$ cat src/pkg/adc_seq_pkg.sv
`default_nettype none
package adc_seq_pkg;
    // ==========================================================
    // sizes and field layout
    localparam int NUM_CH         = 8;
    localparam int RES_W          = 10;
    localparam int DIV_W          = 6;
    localparam int SH_W           = 4;
    localparam int SU_W           = 7;
    localparam int TSEL_W         = 3;
    localparam int NUM_INT_TRIG   = 6;
    localparam int CH_IDX_W       = 3;
    localparam int STAT_W         = 2 * NUM_CH + 2;
    // ==========================================================
    // timing constants
    localparam int CONV_CYCLES    = 10;  // adc clocks per conversion
    localparam int SH_EXTRA       = 3;   // added to sample hold field
    localparam int STARTUP_MUL    = 8;   // startup units of adc clocks
    localparam int CNT_W          = 11;  // holds the longest startup count
    // ==========================================================
    // trigger codes and reset values
    localparam logic [2:0] TSEL_EXT       = 3'h6;
    localparam logic [7:0] CH_EN_RST      = 8'h00;
    localparam logic [9:0] RESULT_RST     = 10'h000;
    // ==========================================================
    // mode settings travelling together
    typedef struct packed {
        logic [SH_W-1:0]   sample_hold_cycles;
        logic [SU_W-1:0]   startup_time;
        logic [DIV_W-1:0]  conv_clock_divider;
        logic              sleep_mode;
        logic              low_resolution_sel;
        logic [TSEL_W-1:0] trigger_source_sel;
        logic              hw_trigger_enable;
    } mode_cfg_t;
    // sequencer states
    typedef enum logic [2:0] {
        ST_IDLE, ST_PICK, ST_WAKE, ST_SAMPLE, ST_CONVERT, ST_STORE
    } seq_state_t;
endpackage : adc_seq_pkg
`default_nettype wire

$ cat src/hdl/adc_clk_div.sv
`timescale 1ns/1ns
`default_nettype none
// ==========================================================
// divided converter clock tick
module adc_clk_div
    import adc_seq_pkg::*;
(
    // clock and reset
    input  wire logic              ref_clk,
    input  wire logic              sys_rst,
    // control
    input  wire logic              run,
    input  wire logic [DIV_W-1:0]  divider,
    // tick out
    output logic                   tick
);
    logic [DIV_W:0] cnt_q;
    logic [DIV_W:0] last_w;
    // period is (divider+1)*2 ref clocks
    assign last_w = {divider, 1'b1};
    // count while running, tick on terminal count
    always_ff @(posedge ref_clk) begin
        if (sys_rst || !run || cnt_q == last_w) begin
            cnt_q <= '0;
        end else begin
            cnt_q <= cnt_q + 1'b1;
        end
    end
    assign tick = run && (cnt_q == last_w);
endmodule : adc_clk_div
`default_nettype wire

$ cat src/hdl/adc_sequencer.sv
`timescale 1ns/1ns
`default_nettype none
// ==========================================================
// conversion sequencer and result/flag control
// Behaviour
// - sample-hold then ten divided clocks
// - divider zero is /2, 63 is /128
// - ten-bit default, eight-bit when selected
// - eight-bit results: upper two bits zero
// - dma size sixteen or eight bits
// - result into channel and last registers
// - enable/disable writes set/clear channel bits
// - done sets channel flag and ready
// - ready rising issues one dma request
// - channel read clears its done flag
// - last read clears ready, last done
// - unread channel result sets channel overrun
// - result while ready sets global overrun
// - status read clears all overrun flags
// - start write issues software start
// - select field chooses source, enable gates
// - rising edge of trigger starts
// - one start converts all enabled channels
// - software start works with hardware trigger
// - sleep: wake, convert, stop clock
// - sample-hold is field plus three
// - starts ignored while sequence running
// - wake waits programmed startup time
module adc_sequencer
    import adc_seq_pkg::*;
#(
    parameter int N_CH = NUM_CH
)
(
    // clock and reset
    input  wire logic                    ref_clk,
    input  wire logic                    sys_rst,
    // software control
    input  wire logic                    sw_start,
    input  wire mode_cfg_t               mode_cfg,
    input  wire logic [N_CH-1:0]         channel_enable_write,
    input  wire logic [N_CH-1:0]         channel_disable_write,
    input  wire logic [STAT_W-1:0]       irq_mask,
    // software read strobes
    input  wire logic [N_CH-1:0]         channel_result_rd,
    input  wire logic                    last_result_rd,
    input  wire logic                    status_rd,
    // hardware triggers
    input  wire logic [NUM_INT_TRIG-1:0] timer_wave_output,
    input  wire logic                    ext_trigger,
    // analog cell
    input  wire logic [RES_W-1:0]        cell_result,
    output logic                         cell_power_on,
    output logic                         cell_clk_en,
    output logic                         cell_sample,
    output logic [CH_IDX_W-1:0]          cell_channel,
    // results
    output logic [N_CH-1:0][RES_W-1:0]   channel_result_reg,
    output logic [RES_W-1:0]             last_result_value,
    output logic [CH_IDX_W-1:0]          last_channel,
    // status
    output logic [N_CH-1:0]              channel_enabled,
    output logic [N_CH-1:0]              channel_conv_done,
    output logic [N_CH-1:0]              channel_overrun_flag,
    output logic                         result_ready_flag,
    output logic                         global_overrun_flag,
    output logic                         busy,
    output logic                         irq,
    // dma
    output logic                         dma_req,
    output logic                         dma_size_16
);
    // ==========================================================
    // state and registers
    seq_state_t                 state_q, state_d;
    logic [CNT_W-1:0]           cnt_q, cnt_d;
    logic [CH_IDX_W-1:0]        ch_q, ch_d;
    logic [N_CH-1:0]            ch_en_q;
    logic [N_CH-1:0]            done_q;
    logic [N_CH-1:0]            ovr_q;
    logic                       result_ready_flag_q;
    logic                       global_overrun_flag_q;
    logic [N_CH-1:0][RES_W-1:0] cdr_q;
    logic [RES_W-1:0]           last_result_value_q;
    logic [CH_IDX_W-1:0]        lch_q;
    logic                       dma_req_q;
    logic                       dma16_q;
    logic                       irq_q;
    logic                       pwr_q;
    logic                       clk_en_q;
    logic                       sample_q;
    logic                       busy_q;
    logic                       awake_q;
    // ==========================================================
    // helper wires
    logic                       adc_tick;
    logic                       hw_start;
    logic                       start_w;
    logic                       store_w;
    logic [RES_W-1:0]           res_w;
    logic [N_CH-1:0]            store_sel_w;
    logic [N_CH-1:0]            pend_mask_w;
    logic                       any_pend_w;
    logic [CH_IDX_W-1:0]        next_ch_w;
    logic [CNT_W-1:0]           sh_len_w;
    logic [CNT_W-1:0]           su_len_w;
    logic [STAT_W-1:0]          stat_w;
    logic                       run_clk_w;

    // ==========================================================
    // submodules
    // divider runs only while the sequence needs the adc clock
    assign run_clk_w = (state_q == ST_WAKE) || (state_q == ST_SAMPLE)
                    || (state_q == ST_CONVERT);
    adc_clk_div u_div (
        .ref_clk (ref_clk),
        .sys_rst (sys_rst),
        .run     (run_clk_w),
        .divider (mode_cfg.conv_clock_divider),
        .tick    (adc_tick)
    );
    adc_trig_detect u_trig (
        .ref_clk           (ref_clk),
        .sys_rst           (sys_rst),
        .timer_wave_output (timer_wave_output),
        .ext_trigger       (ext_trigger),
        .sel               (mode_cfg.trigger_source_sel),
        .enable            (mode_cfg.hw_trigger_enable),
        .start_req         (hw_start)
    );

    // ==========================================================
    // start, timing lengths and channel scan
    // either source may start, only from idle
    assign start_w  = (sw_start || hw_start)
                    && (state_q == ST_IDLE);
    assign sh_len_w = CNT_W'(mode_cfg.sample_hold_cycles)
                    + CNT_W'(SH_EXTRA);
    assign su_len_w = CNT_W'(mode_cfg.startup_time) * CNT_W'(STARTUP_MUL)
                    + CNT_W'(STARTUP_MUL);
    // channels not yet visited this sequence
    genvar gi;
    generate
        for (gi = 0; gi < N_CH; gi++) begin : g_pend
            assign pend_mask_w[gi] = ch_en_q[gi]
                                  && (CH_IDX_W'(gi) >= ch_q);
        end
    endgenerate
    assign any_pend_w = |pend_mask_w;
    // lowest pending channel first
    always_comb begin
        next_ch_w = '0;
        for (int i = N_CH - 1; i >= 0; i--) begin
            if (pend_mask_w[i]) begin
                next_ch_w = CH_IDX_W'(i);
            end
        end
    end

    // ==========================================================
    // sequencer next state
    always_comb begin
        state_d = state_q;
        cnt_d   = cnt_q;
        ch_d    = ch_q;
        case (state_q)
            ST_IDLE: begin
                ch_d = '0;
                if (start_w) begin
                    state_d = ST_PICK;
                end
            end
            ST_PICK: begin
                cnt_d = '0;
                if (!any_pend_w) begin
                    state_d = ST_IDLE;
                end else if (!awake_q) begin
                    ch_d    = next_ch_w;
                    state_d = ST_WAKE;
                end else begin
                    ch_d    = next_ch_w;
                    state_d = ST_SAMPLE;
                end
            end
            ST_WAKE: begin
                if (adc_tick) begin
                    cnt_d = cnt_q + 1'b1;
                    if (cnt_q + 1'b1 >= su_len_w) begin
                        cnt_d   = '0;
                        state_d = ST_SAMPLE;
                    end
                end
            end
            ST_SAMPLE: begin
                if (adc_tick) begin
                    cnt_d = cnt_q + 1'b1;
                    if (cnt_q + 1'b1 >= sh_len_w) begin
                        cnt_d   = '0;
                        state_d = ST_CONVERT;
                    end
                end
            end
            ST_CONVERT: begin
                if (adc_tick) begin
                    cnt_d = cnt_q + 1'b1;
                    if (cnt_q + 1'b1 >= CNT_W'(CONV_CYCLES)) begin
                        cnt_d   = '0;
                        state_d = ST_STORE;
                    end
                end
            end
            ST_STORE: begin
                // move past converted channel; wrap means done
                if (ch_q == CH_IDX_W'(N_CH - 1)) begin
                    state_d = ST_IDLE;
                end else begin
                    ch_d    = ch_q + 1'b1;
                    state_d = ST_PICK;
                end
            end
            default: begin
                state_d = ST_IDLE;
            end
        endcase
    end

    always_ff @(posedge ref_clk) begin
        if (sys_rst) begin
            state_q <= ST_IDLE;
            cnt_q   <= '0;
            ch_q    <= '0;
        end else begin
            state_q <= state_d;
            cnt_q   <= cnt_d;
            ch_q    <= ch_d;
        end
    end

    // ==========================================================
    // result path
    assign store_w = (state_q == ST_STORE);
    assign res_w   = mode_cfg.low_resolution_sel
                   ? {2'b00, cell_result[RES_W-3:0]}
                   : cell_result;
    // per channel data, done and overrun flags
    generate
        for (gi = 0; gi < N_CH; gi++) begin : g_ch
            assign store_sel_w[gi] = store_w && (ch_q == CH_IDX_W'(gi));
            always_ff @(posedge ref_clk) begin
                if (sys_rst) begin
                    cdr_q[gi]  <= RESULT_RST;
                    done_q[gi] <= 1'b0;
                    ovr_q[gi]  <= 1'b0;
                    ch_en_q[gi] <= CH_EN_RST[gi];
                end else begin
                    if (store_sel_w[gi]) begin
                        cdr_q[gi] <= res_w;
                    end
                    // set wins over any clear
                    if (store_sel_w[gi]) begin
                        done_q[gi] <= 1'b1;
                    end else if (channel_result_rd[gi]
                              || (last_result_rd
                                  && lch_q == CH_IDX_W'(gi))) begin
                        done_q[gi] <= 1'b0;
                    end
                    if (store_sel_w[gi] && done_q[gi]) begin
                        ovr_q[gi] <= 1'b1;
                    end else if (status_rd) begin
                        ovr_q[gi] <= 1'b0;
                    end
                    if (channel_enable_write[gi]) begin
                        ch_en_q[gi] <= 1'b1;
                    end else if (channel_disable_write[gi]) begin
                        ch_en_q[gi] <= 1'b0;
                    end
                end
            end
        end
    endgenerate

    // ==========================================================
    // shared last result, ready and global overrun
    always_ff @(posedge ref_clk) begin
        if (sys_rst) begin
            last_result_value_q <= RESULT_RST;
            lch_q   <= '0;
            result_ready_flag_q  <= 1'b0;
            global_overrun_flag_q <= 1'b0;
        end else begin
            if (store_w) begin
                last_result_value_q <= res_w;
                lch_q   <= ch_q;
            end
            if (store_w) begin
                result_ready_flag_q <= 1'b1;
            end else if (last_result_rd) begin
                result_ready_flag_q <= 1'b0;
            end
            if (store_w && result_ready_flag_q) begin
                global_overrun_flag_q <= 1'b1;
            end else if (status_rd) begin
                global_overrun_flag_q <= 1'b0;
            end
        end
    end

    // ==========================================================
    // dma, interrupt and cell control
    assign stat_w = {global_overrun_flag_q, result_ready_flag_q, ovr_q, done_q};
    always_ff @(posedge ref_clk) begin
        if (sys_rst) begin
            dma_req_q <= 1'b0;
            dma16_q   <= 1'b1;
            irq_q     <= 1'b0;
            pwr_q     <= 1'b0;
            clk_en_q  <= 1'b0;
            sample_q  <= 1'b0;
            busy_q    <= 1'b0;
            awake_q   <= 1'b0;
        end else begin
            dma_req_q <= store_w && !result_ready_flag_q;
            dma16_q   <= !mode_cfg.low_resolution_sel;
            irq_q     <= |(stat_w & irq_mask);
            // cell stays powered outside sleep mode
            awake_q   <= !mode_cfg.sleep_mode
                       || (state_d == ST_SAMPLE)
                       || (state_d == ST_CONVERT)
                       || (state_d == ST_STORE)
                       || (state_d == ST_PICK && awake_q);
            pwr_q     <= (state_d != ST_IDLE) || !mode_cfg.sleep_mode;
            clk_en_q  <= (state_d == ST_WAKE) || (state_d == ST_SAMPLE)
                       || (state_d == ST_CONVERT);
            sample_q  <= (state_d == ST_SAMPLE);
            busy_q    <= (state_d != ST_IDLE);
        end
    end

    // ==========================================================
    // outputs
    assign cell_power_on        = pwr_q;
    assign cell_clk_en          = clk_en_q;
    assign cell_sample          = sample_q;
    assign cell_channel         = ch_q;
    assign channel_result_reg   = cdr_q;
    assign last_result_value    = last_result_value_q;
    assign last_channel         = lch_q;
    assign channel_enabled      = ch_en_q;
    assign channel_conv_done    = done_q;
    assign channel_overrun_flag = ovr_q;
    assign result_ready_flag    = result_ready_flag_q;
    assign global_overrun_flag  = global_overrun_flag_q;
    assign busy                 = busy_q;
    assign irq                  = irq_q;
    assign dma_req              = dma_req_q;
    assign dma_size_16          = dma16_q;
endmodule : adc_sequencer
`default_nettype wire

$ cat src/hdl/adc_trig_detect.sv
`timescale 1ns/1ns
`default_nettype none
// ==========================================================
// trigger select and rising edge detect
module adc_trig_detect
    import adc_seq_pkg::*;
(
    // clock and reset
    input  wire logic                    ref_clk,
    input  wire logic                    sys_rst,
    // trigger sources
    input  wire logic [NUM_INT_TRIG-1:0] timer_wave_output,
    input  wire logic                    ext_trigger,
    // selection
    input  wire logic [TSEL_W-1:0]       sel,
    input  wire logic                    enable,
    // start request pulse
    output logic                         start_req
);
    logic sel_lvl_w;
    logic prev_q;
    // codes 0..5 internal triggers, 6 external pin
    assign sel_lvl_w = (sel == TSEL_EXT) ? ext_trigger :
                       (sel < TSEL_W'(NUM_INT_TRIG)) ?
                       timer_wave_output[sel] : 1'b0;
    // remember previous level of selected source
    always_ff @(posedge ref_clk) begin
        if (sys_rst) begin
            prev_q <= 1'b1;
        end else begin
            prev_q <= sel_lvl_w;
        end
    end
    assign start_req = enable && sel_lvl_w && !prev_q;
endmodule : adc_trig_detect
`default_nettype wire

$ cat config.mk
export PLATFORM = sky130hd
export DESIGN_NAME = adc_sequencer
export DESIGN_NICKNAME = d
export VERILOG_FILES = /design/src/pkg/adc_seq_pkg.sv /design/src/hdl/adc_clk_div.sv /design/src/hdl/adc_sequencer.sv /design/src/hdl/adc_trig_detect.sv
export SDC_FILE = /design/constraint.sdc
export NUM_CORES = 1
export LEC_CHECK = 0
export ABC_AREA = 1
export BUFFER_PORTS_ARGS = -buffer_cell sky130_fd_sc_hd__buf_2
export CAP_MARGIN = 20
export CORE_MARGIN = 1.5
export CORE_UTILIZATION = 49
export CTS_BUF_LIST = sky130_fd_sc_hd__clkbuf_8 sky130_fd_sc_hd__clkbuf_16
export DETAILED_ROUTE_END_ITERATION = 12
export GPL_ROUTABILITY_DRIVEN = 0
export PLACE_DENSITY = 0.85
export RECOVER_POWER = 50
export SETUP_SLACK_MARGIN = 0.15
export SYNTH_ARGS = -nofsm -noshare
export SYNTH_HDL_FRONTEND = slang
export SYNTH_HIERARCHICAL = 1
export SYNTH_SLANG_ARGS = --single-unit
$ cat constraint.sdc
create_clock -name ref_clk -period 4.45 [get_ports ref_clk]
set_input_delay 0 -clock ref_clk [delete_from_list [all_inputs] [get_ports ref_clk]]
set_output_delay 0 -clock ref_clk [all_outputs]
set_load 0.01 [all_outputs]
Yosys cells after proc, flatten, opt, wreduce, memory -nomap -nowiden
Cells that the tools add are included.
W data, S select, Z words.
Word-level totals
  register bits after elaboration: 152
  word-level logic and storage cells: 277
Operators by class
  add/sub/neg operators: 5
  order comparisons: 13
  equality and inequality tests: 31
  mux-type cells: 78
  bitwise gates (word level): 1
  reduce and logical (&&, ||, !) cells: 100
Operators with widths (count)
  $mux W11: 6
  $reduce_bool A2 Y1: 26
  $mux W3: 17
  $mux W1: 49
  $pmux W11 S4: 1
  $eq A3 B3 Y1 const B: 13
  $logic_and A1 B1 Y1: 39
  $eq A3 B2 Y1 const B: 8
  $logic_or A1 B1 Y1: 20
  $and A18 B18 Y18: 1
  $pmux W3 S6: 1
  $reduce_or A18 Y1: 1
  $eq A3 B1 Y1 const B: 4
  $ge A3 B3 Y1 const A: 4
  $add A10 B4 Y11 const B: 1
  $add A11 B1 Y11 const B: 1
  $ge A11 B11 Y1: 1
  $ge A11 B4 Y1 const B: 1
  $ge A11 B5 Y1: 1
  $mux W10: 1
  $ne A2 B2 Y1 const B: 5
  $logic_not A3 Y1: 3
  $pmux W3 S3: 1
  $reduce_or A8 Y1: 1
  15 further kinds: 22

Logic depth before layout (Yosys ltp)
Gate-level depths: netlist of run 1.
  depth in word-level cells: 15
  depth in mapped cells: 17

Modules after synthesis
Netlist of run 1, hierarchy kept.
By module, submodules not included
  adc_sequencer: times used 1, cells each 878, area each 6339.8 µm², seq. area each 2882.8 µm²
  adc_clk_div: times used 1, cells each 66, area each 419.2 µm², seq. area each 140.1 µm²
  adc_trig_detect: times used 1, cells each 28, area each 148.9 µm², seq. area each 20.0 µm²

Worst setup path after synthesis of run 1
No wires, ideal clock.
  path kind: register to register
  start: register cnt_q[0] (netlist name)
  end: register cnt_q[1] (netlist name)
  setup time: 0.132 ns
  arrival time: 2.090 ns
  required time: 4.318 ns
  setup slack: 2.228 ns
  cell stages (with the launch flop): 16
  buffers on the path: 0
  path through: dfxtp_1 -> ha_1 -> nand2_2 -> nor2_4 -> nand2_1 -> nand2_1 -> nand2_1 -> ha_1 -> inv_1 -> o31a_1 -> nand3_1 -> inv_1 -> nand2_1 -> o211ai_2 -> nand2_1 -> a21oi_1

Final worst setup path of run 1
  start: register state_q[0]
  end: register cdr_q (netlist bit channel_result_reg[61])
Between the ends
  cells in the longest elaborated chain, start to end: 2
RTL lines
  from (decl): RTL line adc_sequencer.sv:75  | seq_state_t state_q, state_d;
  from (signal assigned): RTL line adc_sequencer.sv:233  | state_q <= state_d;
  $eq A3 B3 Y1: RTL line adc_sequencer.sv:241  | assign store_w = (state_q == ST_STORE);
  $logic_and A1 B1 Y1: RTL line adc_sequencer.sv:248  | assign store_sel_w[gi] = store_w && (ch_q == CH_IDX_W'(gi));
  to (signal, indexed assignment): RTL line adc_sequencer.sv:257  | cdr_q[gi] <= res_w;
  to (decl): RTL line adc_sequencer.sv:83  | logic [N_CH-1:0][RES_W-1:0] cdr_q;
Every way passes these cells.
A chain may end at the register's enable or synchronous reset.

==> results of run 1 <==
final timing paths:
kind | to | slack (ps) | depth (start not counted)
setup reg to reg | channel_result_reg[61]$_SDFFE_PP0P_ | 1640 | 9
hold reg to reg | u_div/cnt_q[0]$_SDFF_PP0_ | 460 | 1
setup / recovery | channel_result_reg[61]$_SDFFE_PP0P_ | 1640 | 9
hold / removal | dma_size_16$_SDFF_PP1_ | 30 | 3
cell type report:
type                            count  share of cell area (%)
Multi-Input combinational cell    688                   37.23
Timing Repair Buffer              262                   15.27
Tap cell                          180                   2.508
Inverter                           93                   3.887
Sequential cell                   152                   33.89
Clock buffer                       19                   5.044
Clock inverter                     13                   2.174
layout by cell type (no fill, tap or decap), types with 2 or more instances in the layout:
master | netlist | layout
o21bai_1 | 1 | 2
nand3b_1 | 7 | 7
clkbuf_16 | 0 | 17
a21boi_0 | 3 | 3
nor3_1 | 5 | 5
nand4_1 | 12 | 12
nor2_4 | 4 | 4
clkinv_1 | 2 | 2
bufinv_16 | 0 | 4
nor2_1 | 143 | 143
buf_2 | 9 | 85
clkinvlp_4 | 0 | 3
a211oi_1 | 3 | 3
inv_2 | 11 | 11
nor2_2 | 7 | 7
ha_1 | 21 | 21
dlygate4sd3_1 | 0 | 42
dfxtp_1 | 152 | 152
nand2_2 | 6 | 6
xnor2_1 | 3 | 3
xor2_1 | 8 | 8
o21ai_0 | 51 | 51
clkbuf_8 | 0 | 2
o21ai_1 | 5 | 5
clkinv_4 | 0 | 5
nand2_1 | 242 | 242
nand3_1 | 36 | 36
nand3_2 | 5 | 5
buf_4 | 1 | 5
clkbuf_1 | 29 | 130
a22o_1 | 2 | 2
inv_1 | 80 | 80
a221oi_1 | 3 | 3
a21oi_1 | 109 | 109
layer usage:
metal / up-vias / part of all wire (%) / wire length (um)
met5: - / 0 / 0
met4: 0 / 2.8 / 586
met3: 61 / 8.4 / 1755
met2: 309 / 47 / 9829
met1: 3406 / 42 / 8815
li1: 3623 / - / -
what timing repair did:
item,4_1_cts,5_1_grt
gates resized for setup,0,0
hold buffers,42,0
endpoints found under the hold margin,84,0
power breakdown:
part           leakage (nW)  switching [mW]  internal, mW
combinational          2.23           0.186         0.117
clock                 0.306           0.587         0.974
sequential             1.23          0.0215          1.38
worst register-to-register path: cells and delay by family (launching register included):
family | cells | cell delay, ps
simple gates | 5 | 1520
buf+inv | 3 | 680
flops | 1 | 360
compound gates | 1 | 90
logic make-up (layout without fill, tap and decap cells):
logic type                 count (synthesis)  count (layout)  synth area share (%)
and+or+nand+nor                          471             471                 28.87
AOI/OAI and AO/OA                        185             185                 14.49
DFF                                      152             152                 44.05
buffers and inverters                    132             387                 7.390
adders and majority gates                 21              21                 3.804
xor gates and xnor gates                  11              11                 1.395
per-stage QoR:
step / hold WS (ps) / instances / util (%)
floorplan: 69.99 / 972 / -
global placement: 200.5 / 1333 / 58.47
detailed placement: 205.3 / 1333 / 58.47
CTS: 14.05 / 1407 / 66.20
global route: 49.74 / 1407 / 64.94
finish: 33.47 / 1407 / 64.94
==> metrics.txt, run 1 <==
min cycle time layout=2813 ps; fill cell count=1201; Netlist cell types=40; Critical Path Start Type=flop; ant diodes=0; mapped cell area=0.006908 mm^2; Clk Latency, worst-skew pair=430 ps; global route total overflow=0; count leader, synth=nand2_1; Buf/Inv on CP=3; DR WL/cell=14.91 um; root buf cell=clkbuf_16; placed inst area=0.008085 mm^2; chip height=121.7 um; worst-path cell chain=inv_2, nor2_1, inv_2, nor2_4, nand2_1, nor2_1, clkinv_1, nand2_1, a21oi_1; CTS max path bufs=2; max_cap viols=0; prevailing post-synth register cell=dfxtp_1; cell row count=43; PwrDens=364.0 mW/mm^2; Max stage delay on crit path=720 ps; yosys warns=6; max FFs per register=80; fraction of registers with async set/reset=0%; Max stage delay cell, worst path=nor2_1; routed via count=7399; CP endpoint kind=flop; CP arrival=3070 ps; vias per cell=5.259; Slew @ Worst Pin=973.7 ps; most frequent cells after synthesis=nand2_1 (242), dfxtp_1 (152), nor2_1 (143), a21oi_1 (109), inv_1 (80); CORE AREA=0.01383 mm^2; Seq cells post-synth=152; fmax=355.5 MHz; Hold Crit Start=sys_rst; RSZ-0062 raised after global routing=false; leak pwr=3.762 nW; Die X=121.7 um; area of the multi-input gates=0.003343 mm^2; CP delay by family, top=simple AND/OR/NAND/NOR gates; layout cells sized above 1=12.96%; Max Transition Viols Final=0; Final Hold Viols=0; GR Util met2=46.12%; worst reg2reg startpoint=state_q[0]$_SDFF_PP0_; area share of the largest cell type after synthesis=44.05%; Reg clk slew, reported paths=60 ps; TritonCTS Buffers=17; status=finished clean; worst supply voltage drop on vdd=0.3920 mV; cell taking the most area after synthesis=dfxtp_1; final WL=20990 um; port bufs=215; first-pass GRT wire length=32690 um; Area contributors post-synth=dfxtp_1 (44%), nand2_1 (13%), a21oi_1 (7.9%), nor2_1 (7.8%), inv_1 (4.3%); WS Path Type=flop to flop; antenna-violating nets left=0; largest net degree at the start of global routing=93; Final Power=3.269 mW; Most Crowded Layer GR=met2; Synth Instances=972; die area=0.01482 mm^2; Storage cell area=0.003043 mm^2; Crit. Startpoint=state_q[0]$_SDFF_PP0_; Total GRT Usage=28.24%; Final nets=1322; worst-path fanout max=16; pre-CTS worst setup slack=1795 ps; post-synthesis sequential area ratio=44.05%; H-tree depth=4; CTS tree=built; synthesized area per cell=7.107 um^2; Design Area, Final=0.008980 mm^2; fin crit share=63.20%; GR Util met3=7.865%; Initial Utilization=49.96%; syn_nets=1080; drt pass-1 iters=7; Hold Crit Class=input port to flop; met1 Usage GRT=35.43%; initial antenna violation count=0; # DRC=0; DP HPWL=14280 um; Worst Slack Setup Final=1637 ps; initial DRC count=672; setup bufs post-CTS=0; Worst Path Required=4710 ps; vias in the first global route=6816; setup TNS=0 ps; Max-slew headroom=35.08%; io pins=216; CTS Sinks=152; endpoints failing setup=0; area grow syn2layout=29.99%; Clock Skew=11.48 ps; number of synthesized flops with an enable pin=0
Power figures use the tool's default switching activity.
==> run 2, diff against run 1 <==
ABC_AREA = 0   (was 1)
clock period = 2.65 ns   (was 4.45 ns; I/O delays follow)
==> run 2 against run 1 <==
  * Clock-buffer cell count did not move
  * Largest power group is now sequential cells
  * Via count fell by 1.4%
  * Synthesized cell count fell by 10%
  * Combinational power rose by 62%
==> metrics.txt, run 2 <==
Area contributors post-synth=dfxtp_1 (44%), nand2_1 (9.8%), a21oi_1 (9.0%), nor2_1 (4.7%), ha_1 (3.8%); Synth Instances=873 (-10%); Die X=121.8 um (about the same); port bufs=215 (unchanged); pre-CTS worst setup slack=-78.56 ps (-1874 ps); max FFs per register=80 (unchanged); Worst Slack Setup Final=7.615 ps (-1630 ps); most common cell after layout, fill and taps aside=nand2_1; initial antenna violation count=0 (unchanged); fin crit share=99.71% (+37 points); sw frac=25.28% (+0.95 points); worst supply voltage drop on vdd=0.5765 mV (+47%); endpoints failing setup=0 (unchanged); CTS max path bufs=2 (unchanged); Max stage delay on crit path=370 ps (-350 ps); io pins=216 (unchanged); cell row count=43 (unchanged); Worst Path Required=2990 ps (-1720 ps); min cycle time layout=2642 ps (-170.2 ps); Slew @ Worst Pin=927.6 ps (-46.13 ps); DR WL/cell=16.76 um (+12%); CTS tree=built; most frequent cells after synthesis=nand2_1 (180), dfxtp_1 (152), a21oi_1 (124), nor2_1 (86), clkbuf_1 (47); TritonCTS Buffers=17 (unchanged); leak pwr=3.659 nW (-2.8%); mapped cell area=0.006915 mm^2 (+0.11%); CORE AREA=0.01383 mm^2 (unchanged); clock share of power=45.3% (-2.5 points); most frequent cells in the layout=nand2_1 (178), dfxtp_1 (150), clkbuf_1 (130); worst-path fanout max=6 (-10); post-synthesis sequential area ratio=44.00% (-0.048 points); worst-path cell chain=ha_4, and3_4, nand2_2, and2_4, or2_4, ha_4, o21ai_2, a21oi_4, o2111ai_2, a21oi_1, o211ai_1, and3b_2, a221oi_2; area share of the largest cell type after synthesis=44.00% (-0.048 points); cell taking the most area after synthesis=dfxtp_1; vias in the first global route=6954 (+2.0%); Critical Path Start Type=flop; Clk Latency, worst-skew pair=420 ps (about the same); syn_nets=981 (-9.2%); Clock Skew=5.276 ps (-6.200 ps); WP depth=13 (+4); CP endpoint kind=flop; DP HPWL=14610 um (+2.3%); layout cells sized above 1=16.86% (+3.9 points); Initial Utilization=50.01% (+0.054 points); antenna-violating nets left=0 (unchanged); initial DRC count=535 (-20%); yosys warns=6 (unchanged); fmax=378.4 MHz (+6.4%); Seq cells post-synth=152 (unchanged); routed via count=7293 (-1.4%); Reg clk slew, reported paths=60 ps (about the same); vias per cell=5.529 (+5.1%); Buf/Inv on CP=0 (-3); Hold Crit Class=input port to flop; largest net degree at the start of global routing=98 (+5.4%); Max Transition Viols Final=0 (unchanged); RSZ-0062 raised after global routing=true; Netlist cell types=62 (+55%); sequential share of power=45.3% (+2.4 points); Final Hold Viols=0 (unchanged); PwrDens=560.0 mW/mm^2 (+54%); reg2reg path depth=13 (+4); global route total overflow=0 (unchanged); chip height=121.8 um (about the same); prevailing post-synth register cell=dfxtp_1; root buf cell=clkbuf_16; # DRC=0 (unchanged); max_cap viols=0 (unchanged); placed inst area=0.008179 mm^2 (+1.2%); first-pass GRT wire length=33290 um (+1.9%); H-tree depth=4 (unchanged); area grow syn2layout=33.94%; CP delay by family, top=simple AND/OR/NAND/NOR gates; ant diodes=0 (unchanged); Total GRT Usage=28.88% (+0.64 points); synthesized area per cell=7.921 um^2 (+11%); Switch Pwr=1.311 mW (+65%); Max stage delay cell, worst path=dfxtp_4; WS Path Type=flop to flop; fraction of registers with async set/reset=0% (unchanged); Final nets=1234 (-6.7%); crit-path most repeated cell=ha_4; Hold Crit Depth=4 (+1); Max-slew headroom=38.16% (+3.1 points); count leader, synth=nand2_1; fill cell count=1139 (-5.2%); final WL=22110 um (+5.4%); drt pass-1 iters=6 (-1); status=finished clean; Design Area, Final=0.009263 mm^2 (+3.1%); CP arrival=2990 ps (-80 ps); P_int=3.876 mW (+57%); CTS Sinks=152 (unchanged); Gate power share=9.5% (+0.2 points); die area=0.01484 mm^2 (+0.11%); number of synthesized flops with an enable pin=0 (unchanged)
-- run 2: worst paths after layout --
path / start / end / slack [ps]
worst max register to register: cnt_q[0]$_SDFFE_PP0P_ / awake_q$_SDFF_PP0_ / 8
worst max-delay path: cnt_q[0]$_SDFFE_PP0P_ / awake_q$_SDFF_PP0_ / 8
worst min register to register: channel_result_reg[3]$_SDFFE_PP0P_ / channel_result_reg[3]$_SDFFE_PP0P_ / 460
worst min-delay path: status_rd / channel_overrun_flag[7]$_SDFFE_PP0P_ / 10
-- run 2: cell type report --
cell class,instances,area [um^2],area share [%]
Multi-Input combinational cell,634,3684,39.77
Sequential cell,152,3048,32.91
Timing Repair Buffer,292,1623,17.52
Clock buffer,19,452.9,4.890
Tap cell,180,225.2,2.431
Clock inverter,13,121.4,1.310
Inverter,29,108.9,1.175
-- run 2: worst min-delay path, stage by stage --
cell	delay, ps
buf_2	160
nor2b_1	120
a21oi_1	50
nor2_1	70
-- run 2: cells by family after synthesis --
family,share of synthesized area [%]
and+or+nand+nor,23.52
AOI/OAI and AO/OA,17.95
DFF,44.00
buffers and inverters,5.410
xor gates and xnor gates,3.293
adders and majority gates,3.800
muxes,2.026
-- run 2: metrics by stage --
step	std cells	hold WS (ps)	power [mW]	util, %	setup TNS [ps]
2_1_floorplan	873	61.94	2.643	-	-31.25
3_3_place_gp	1234	207.1	2.816	59.15	-2.417
3_5_place_dp	1234	215.3	2.822	59.15	-108.5
4_1_cts	1312	1.085	5.204	67.07	0
5_1_grt	1319	18.78	5.366	66.99	-499.0
6_report	1319	14.02	5.187	66.99	0
-- run 2: routing by layer --
| layer | wire [um] | share of wire (%) | track usage (%) | vias to the layer above |
|---|---|---|---|---|
| li1 | - | - | - | 3471 |
| met1 | 8805 | 40 | 32.97 | 3422 |
| met2 | 11000 | 50 | 50.70 | 348 |
| met3 | 1820 | 8.2 | 9.082 | 52 |
| met4 | 484 | 2.2 | 10.15 | 0 |
| met5 | 0 | 0 | 0 | - |
-- run 2: what timing repair did --
item | CTS | global route
hold buffers | 41 | 0
hold endpoints to repair | 95 | 0
buffers inserted | 5 | 7
setup endpoints to repair | 17 | 21
gates resized for setup | 16 | 26
pin swaps | 14 | 17
-- run 2: power by group through the flow --
stage,clock [mW],combinational [mW],sequential [mW]
global placement,0,0.418,2.40
finish,2.35,0.492,2.35
global route,2.49,0.529,2.35
CTS,2.38,0.480,2.35
floorplan,0,0.241,2.40
detailed placement,0,0.424,2.40
==> run 3, diff against run 2 <==
GPL_TIMING_DRIVEN = 0   (was default)
REMOVE_ABC_BUFFERS = 1   (was default)
TNS_END_PERCENT = 20   (was default)
==> run 3 against run 2 <==
  * The flow now finishes with violations (setup timing)
  * Routed wire length fell by 0.73%
  * Sequential share of layout area about the same
  * Die area unchanged
  * Sequential cell count stayed put
  * Maximum frequency decreased by 3.6%
  * Non-clock buffer count decreased by 14
  * Critical path depth is 1 lower
  * Clock power rose by 4%
  * Clock skew increased by 3.7 ps
  * Via count is 0.45% higher
  * Combinational power shrank 2%
  * Highest routed layer unchanged
==> metrics.txt, run 3 (synthesis gave the netlist of run 2 again) <==
status=finished, violations left; failing checks=setup timing; most common cell after layout, fill and taps aside=nand2_1; root buf cell=clkbuf_16; endpoints failing setup=10 (+10); CP endpoint kind=flop; Final Power=5.291 mW (+2.0%); worst-path fanout max=6 (unchanged); TritonCTS Buffers=17 (unchanged); Reg clk slew, reported paths=60 ps (about the same); fill cell count=1096 (-3.8%); CTS tree=built; worst reg2reg startpoint=cnt_q[4]$_SDFFE_PP0P_; fin crit share=103.4% (+3.7 points); Critical Path Start Type=flop; CORE AREA=0.01383 mm^2 (unchanged); leak pwr=3.619 nW (-1.1%); cell row count=43 (unchanged); fmax=365.0 MHz (-3.6%); port bufs=215 (unchanged); reg2reg path depth=12 (-1); WHS Endpoint=u_trig/prev_q$_SDFF_PP1_; vias per cell=5.609 (+1.5%); Hold Crit Class=input port to flop; Final Hold Viols=0 (unchanged); non-filler cells, final=1306 (-0.99%); Hold Crit Depth=4 (unchanged); io pins=216 (unchanged); largest net degree at the start of global routing=93 (-5.1%); RSZ-0062 raised after global routing=true; max FFs per register=80 (unchanged); die area=0.01484 mm^2 (unchanged); dpl cells=1214 (-1.6%); ant diodes=0 (unchanged); layout cells sized above 1=18.03% (+1.2 points); Max stage delay on crit path=340 ps (-30 ps); DR WL/cell=16.80 um (+0.26%); final WL=21950 um (-0.73%); initial DRC count=578 (+8.0%); WS Path Type=flop to flop; max_cap viols=0 (unchanged); Max stage delay cell, worst path=dfxtp_4; DP HPWL=13830 um (-5.4%); PwrDens=567.7 mW/mm^2 (+1.4%); Worst Slack Setup Final=-90.07 ps (-97.69 ps); crit-path most repeated cell=and4_4; CP arrival=3080 ps (+90 ps); global route total overflow=0 (unchanged); routed via count=7326 (+0.45%); antenna-violating nets left=0 (unchanged); Worst Path Required=2990 ps (about the same); Final nets=1221 (-1.1%); Slew @ Worst Pin=1016 ps (+87.94 ps); first-pass GRT wire length=33320 um (about the same); chip height=121.8 um (unchanged); Hold Crit Start=timer_wave_output[5]; Initial Utilization=50.01% (unchanged); CTS Sinks=152 (unchanged); Design Area, Final=0.009320 mm^2 (+0.62%); min cycle time layout=2740 ps (+97.69 ps); Max-slew headroom=31.73% (-6.4 points); most frequent cells in the layout=nand2_1 (177), dfxtp_1 (141), clkbuf_1 (127); placed inst area=0.008026 mm^2 (-1.9%); hold_ws=17.71 ps (+3.694 ps); worst-path cell chain=and4_4, and4_4, and3_4, xor2_2, ha_1, nor2_4, a21oi_4, o2111ai_4, a21oi_2, o211ai_1, and3b_2, a221oi_2; flop2flop setup slack=-90 ps (-100 ps); Clock Skew=9.013 ps (+3.737 ps); # DRC=0 (unchanged); worst supply voltage drop on vdd=0.5727 mV (-0.66%); CTS max path bufs=2 (unchanged); Max Transition Viols Final=0 (unchanged); drt pass-1 iters=6 (unchanged); R2R Path End=awake_q$_SDFF_PP0_; area grow syn2layout=34.77%; Total GRT Usage=28.81% (-0.069 points); vias in the first global route=6751 (-2.9%); initial antenna violation count=0 (unchanged); Die X=121.8 um (unchanged); H-tree depth=4 (unchanged); Clk Latency, worst-skew pair=420 ps (about the same); setup TNS=-301.6 ps (-301.6 ps)
==> run 3: repair_timing <==
action,CTS,global route
endpoints found under the hold margin,95,0
pin swaps,22,17
gates resized for setup,51,27
setup buffers,12,6
setup endpoints to repair,77,72
gates cloned,1,0
hold buffers,41,0
==> run 3: worst max path at each step <==
stage                          start                                  end
6_report       cnt_q[4]$_SDFFE_PP0P_                   awake_q$_SDFF_PP0_
5_1_grt        cnt_q[4]$_SDFFE_PP0P_                   awake_q$_SDFF_PP0_
4_1_cts        cnt_q[1]$_SDFFE_PP0P_                   awake_q$_SDFF_PP0_
3_5_place_dp   cnt_q[0]$_SDFFE_PP0P_                cnt_q[2]$_SDFFE_PP0P_
3_3_place_gp   state_q[2]$_SDFF_PP0_  channel_result_reg[54]$_SDFFE_PP0P_
2_1_floorplan  cnt_q[0]$_SDFFE_PP0P_                   awake_q$_SDFF_PP0_
==> run 3: final cells by class <==
class | count | area (um^2) | area share, %
repair buffers | 278 | 1543 | 16.55
clock inverters | 14 | 163.9 | 1.759
flip-flops and latches | 152 | 3069 | 32.93
multi-input cells | 635 | 3767 | 40.42
clock buffers | 18 | 439.2 | 4.712
inverters | 29 | 112.6 | 1.208
well taps | 180 | 225.2 | 2.416
==> run 3: critical path: cells and delay by family, from the launching register on <==
kind                       cells  cell delay [ps]
xor gates and xnor gates       1              180
DFF                            1              340
and+or+nand+nor                5             1010
adders and majority gates      1              240
AOI/OAI and AO/OA              5              900
==> run 3: report_power, final <==
group / total [mW] / switching [mW] / internal [mW]
Combinational: 0.480 / 0.270 / 0.210
Clock: 2.45 / 1.01 / 1.43
Sequential: 2.36 / 0.0511 / 2.31
==> run 3: routing by layer <==
layer	routed length, um	part of all wire (%)	GRT usage (%)	up-vias
met5	0	0	0	-
met1	8736	40	33.55	3436
met3	1603	7.3	6.695	59
met2	10830	49	49.82	373
li1	-	-	-	3458
met4	776	3.5	13.82	0
==> run 3: through the flow <==
step	setup WS, ps	utilization [%]
6_report	-90.07	67.41
3_5_place_dp	-784.4	58.05
4_1_cts	41.01	67.41
5_1_grt	-217.6	67.41
2_1_floorplan	-330.4	-
3_3_place_gp	-1984	57.51
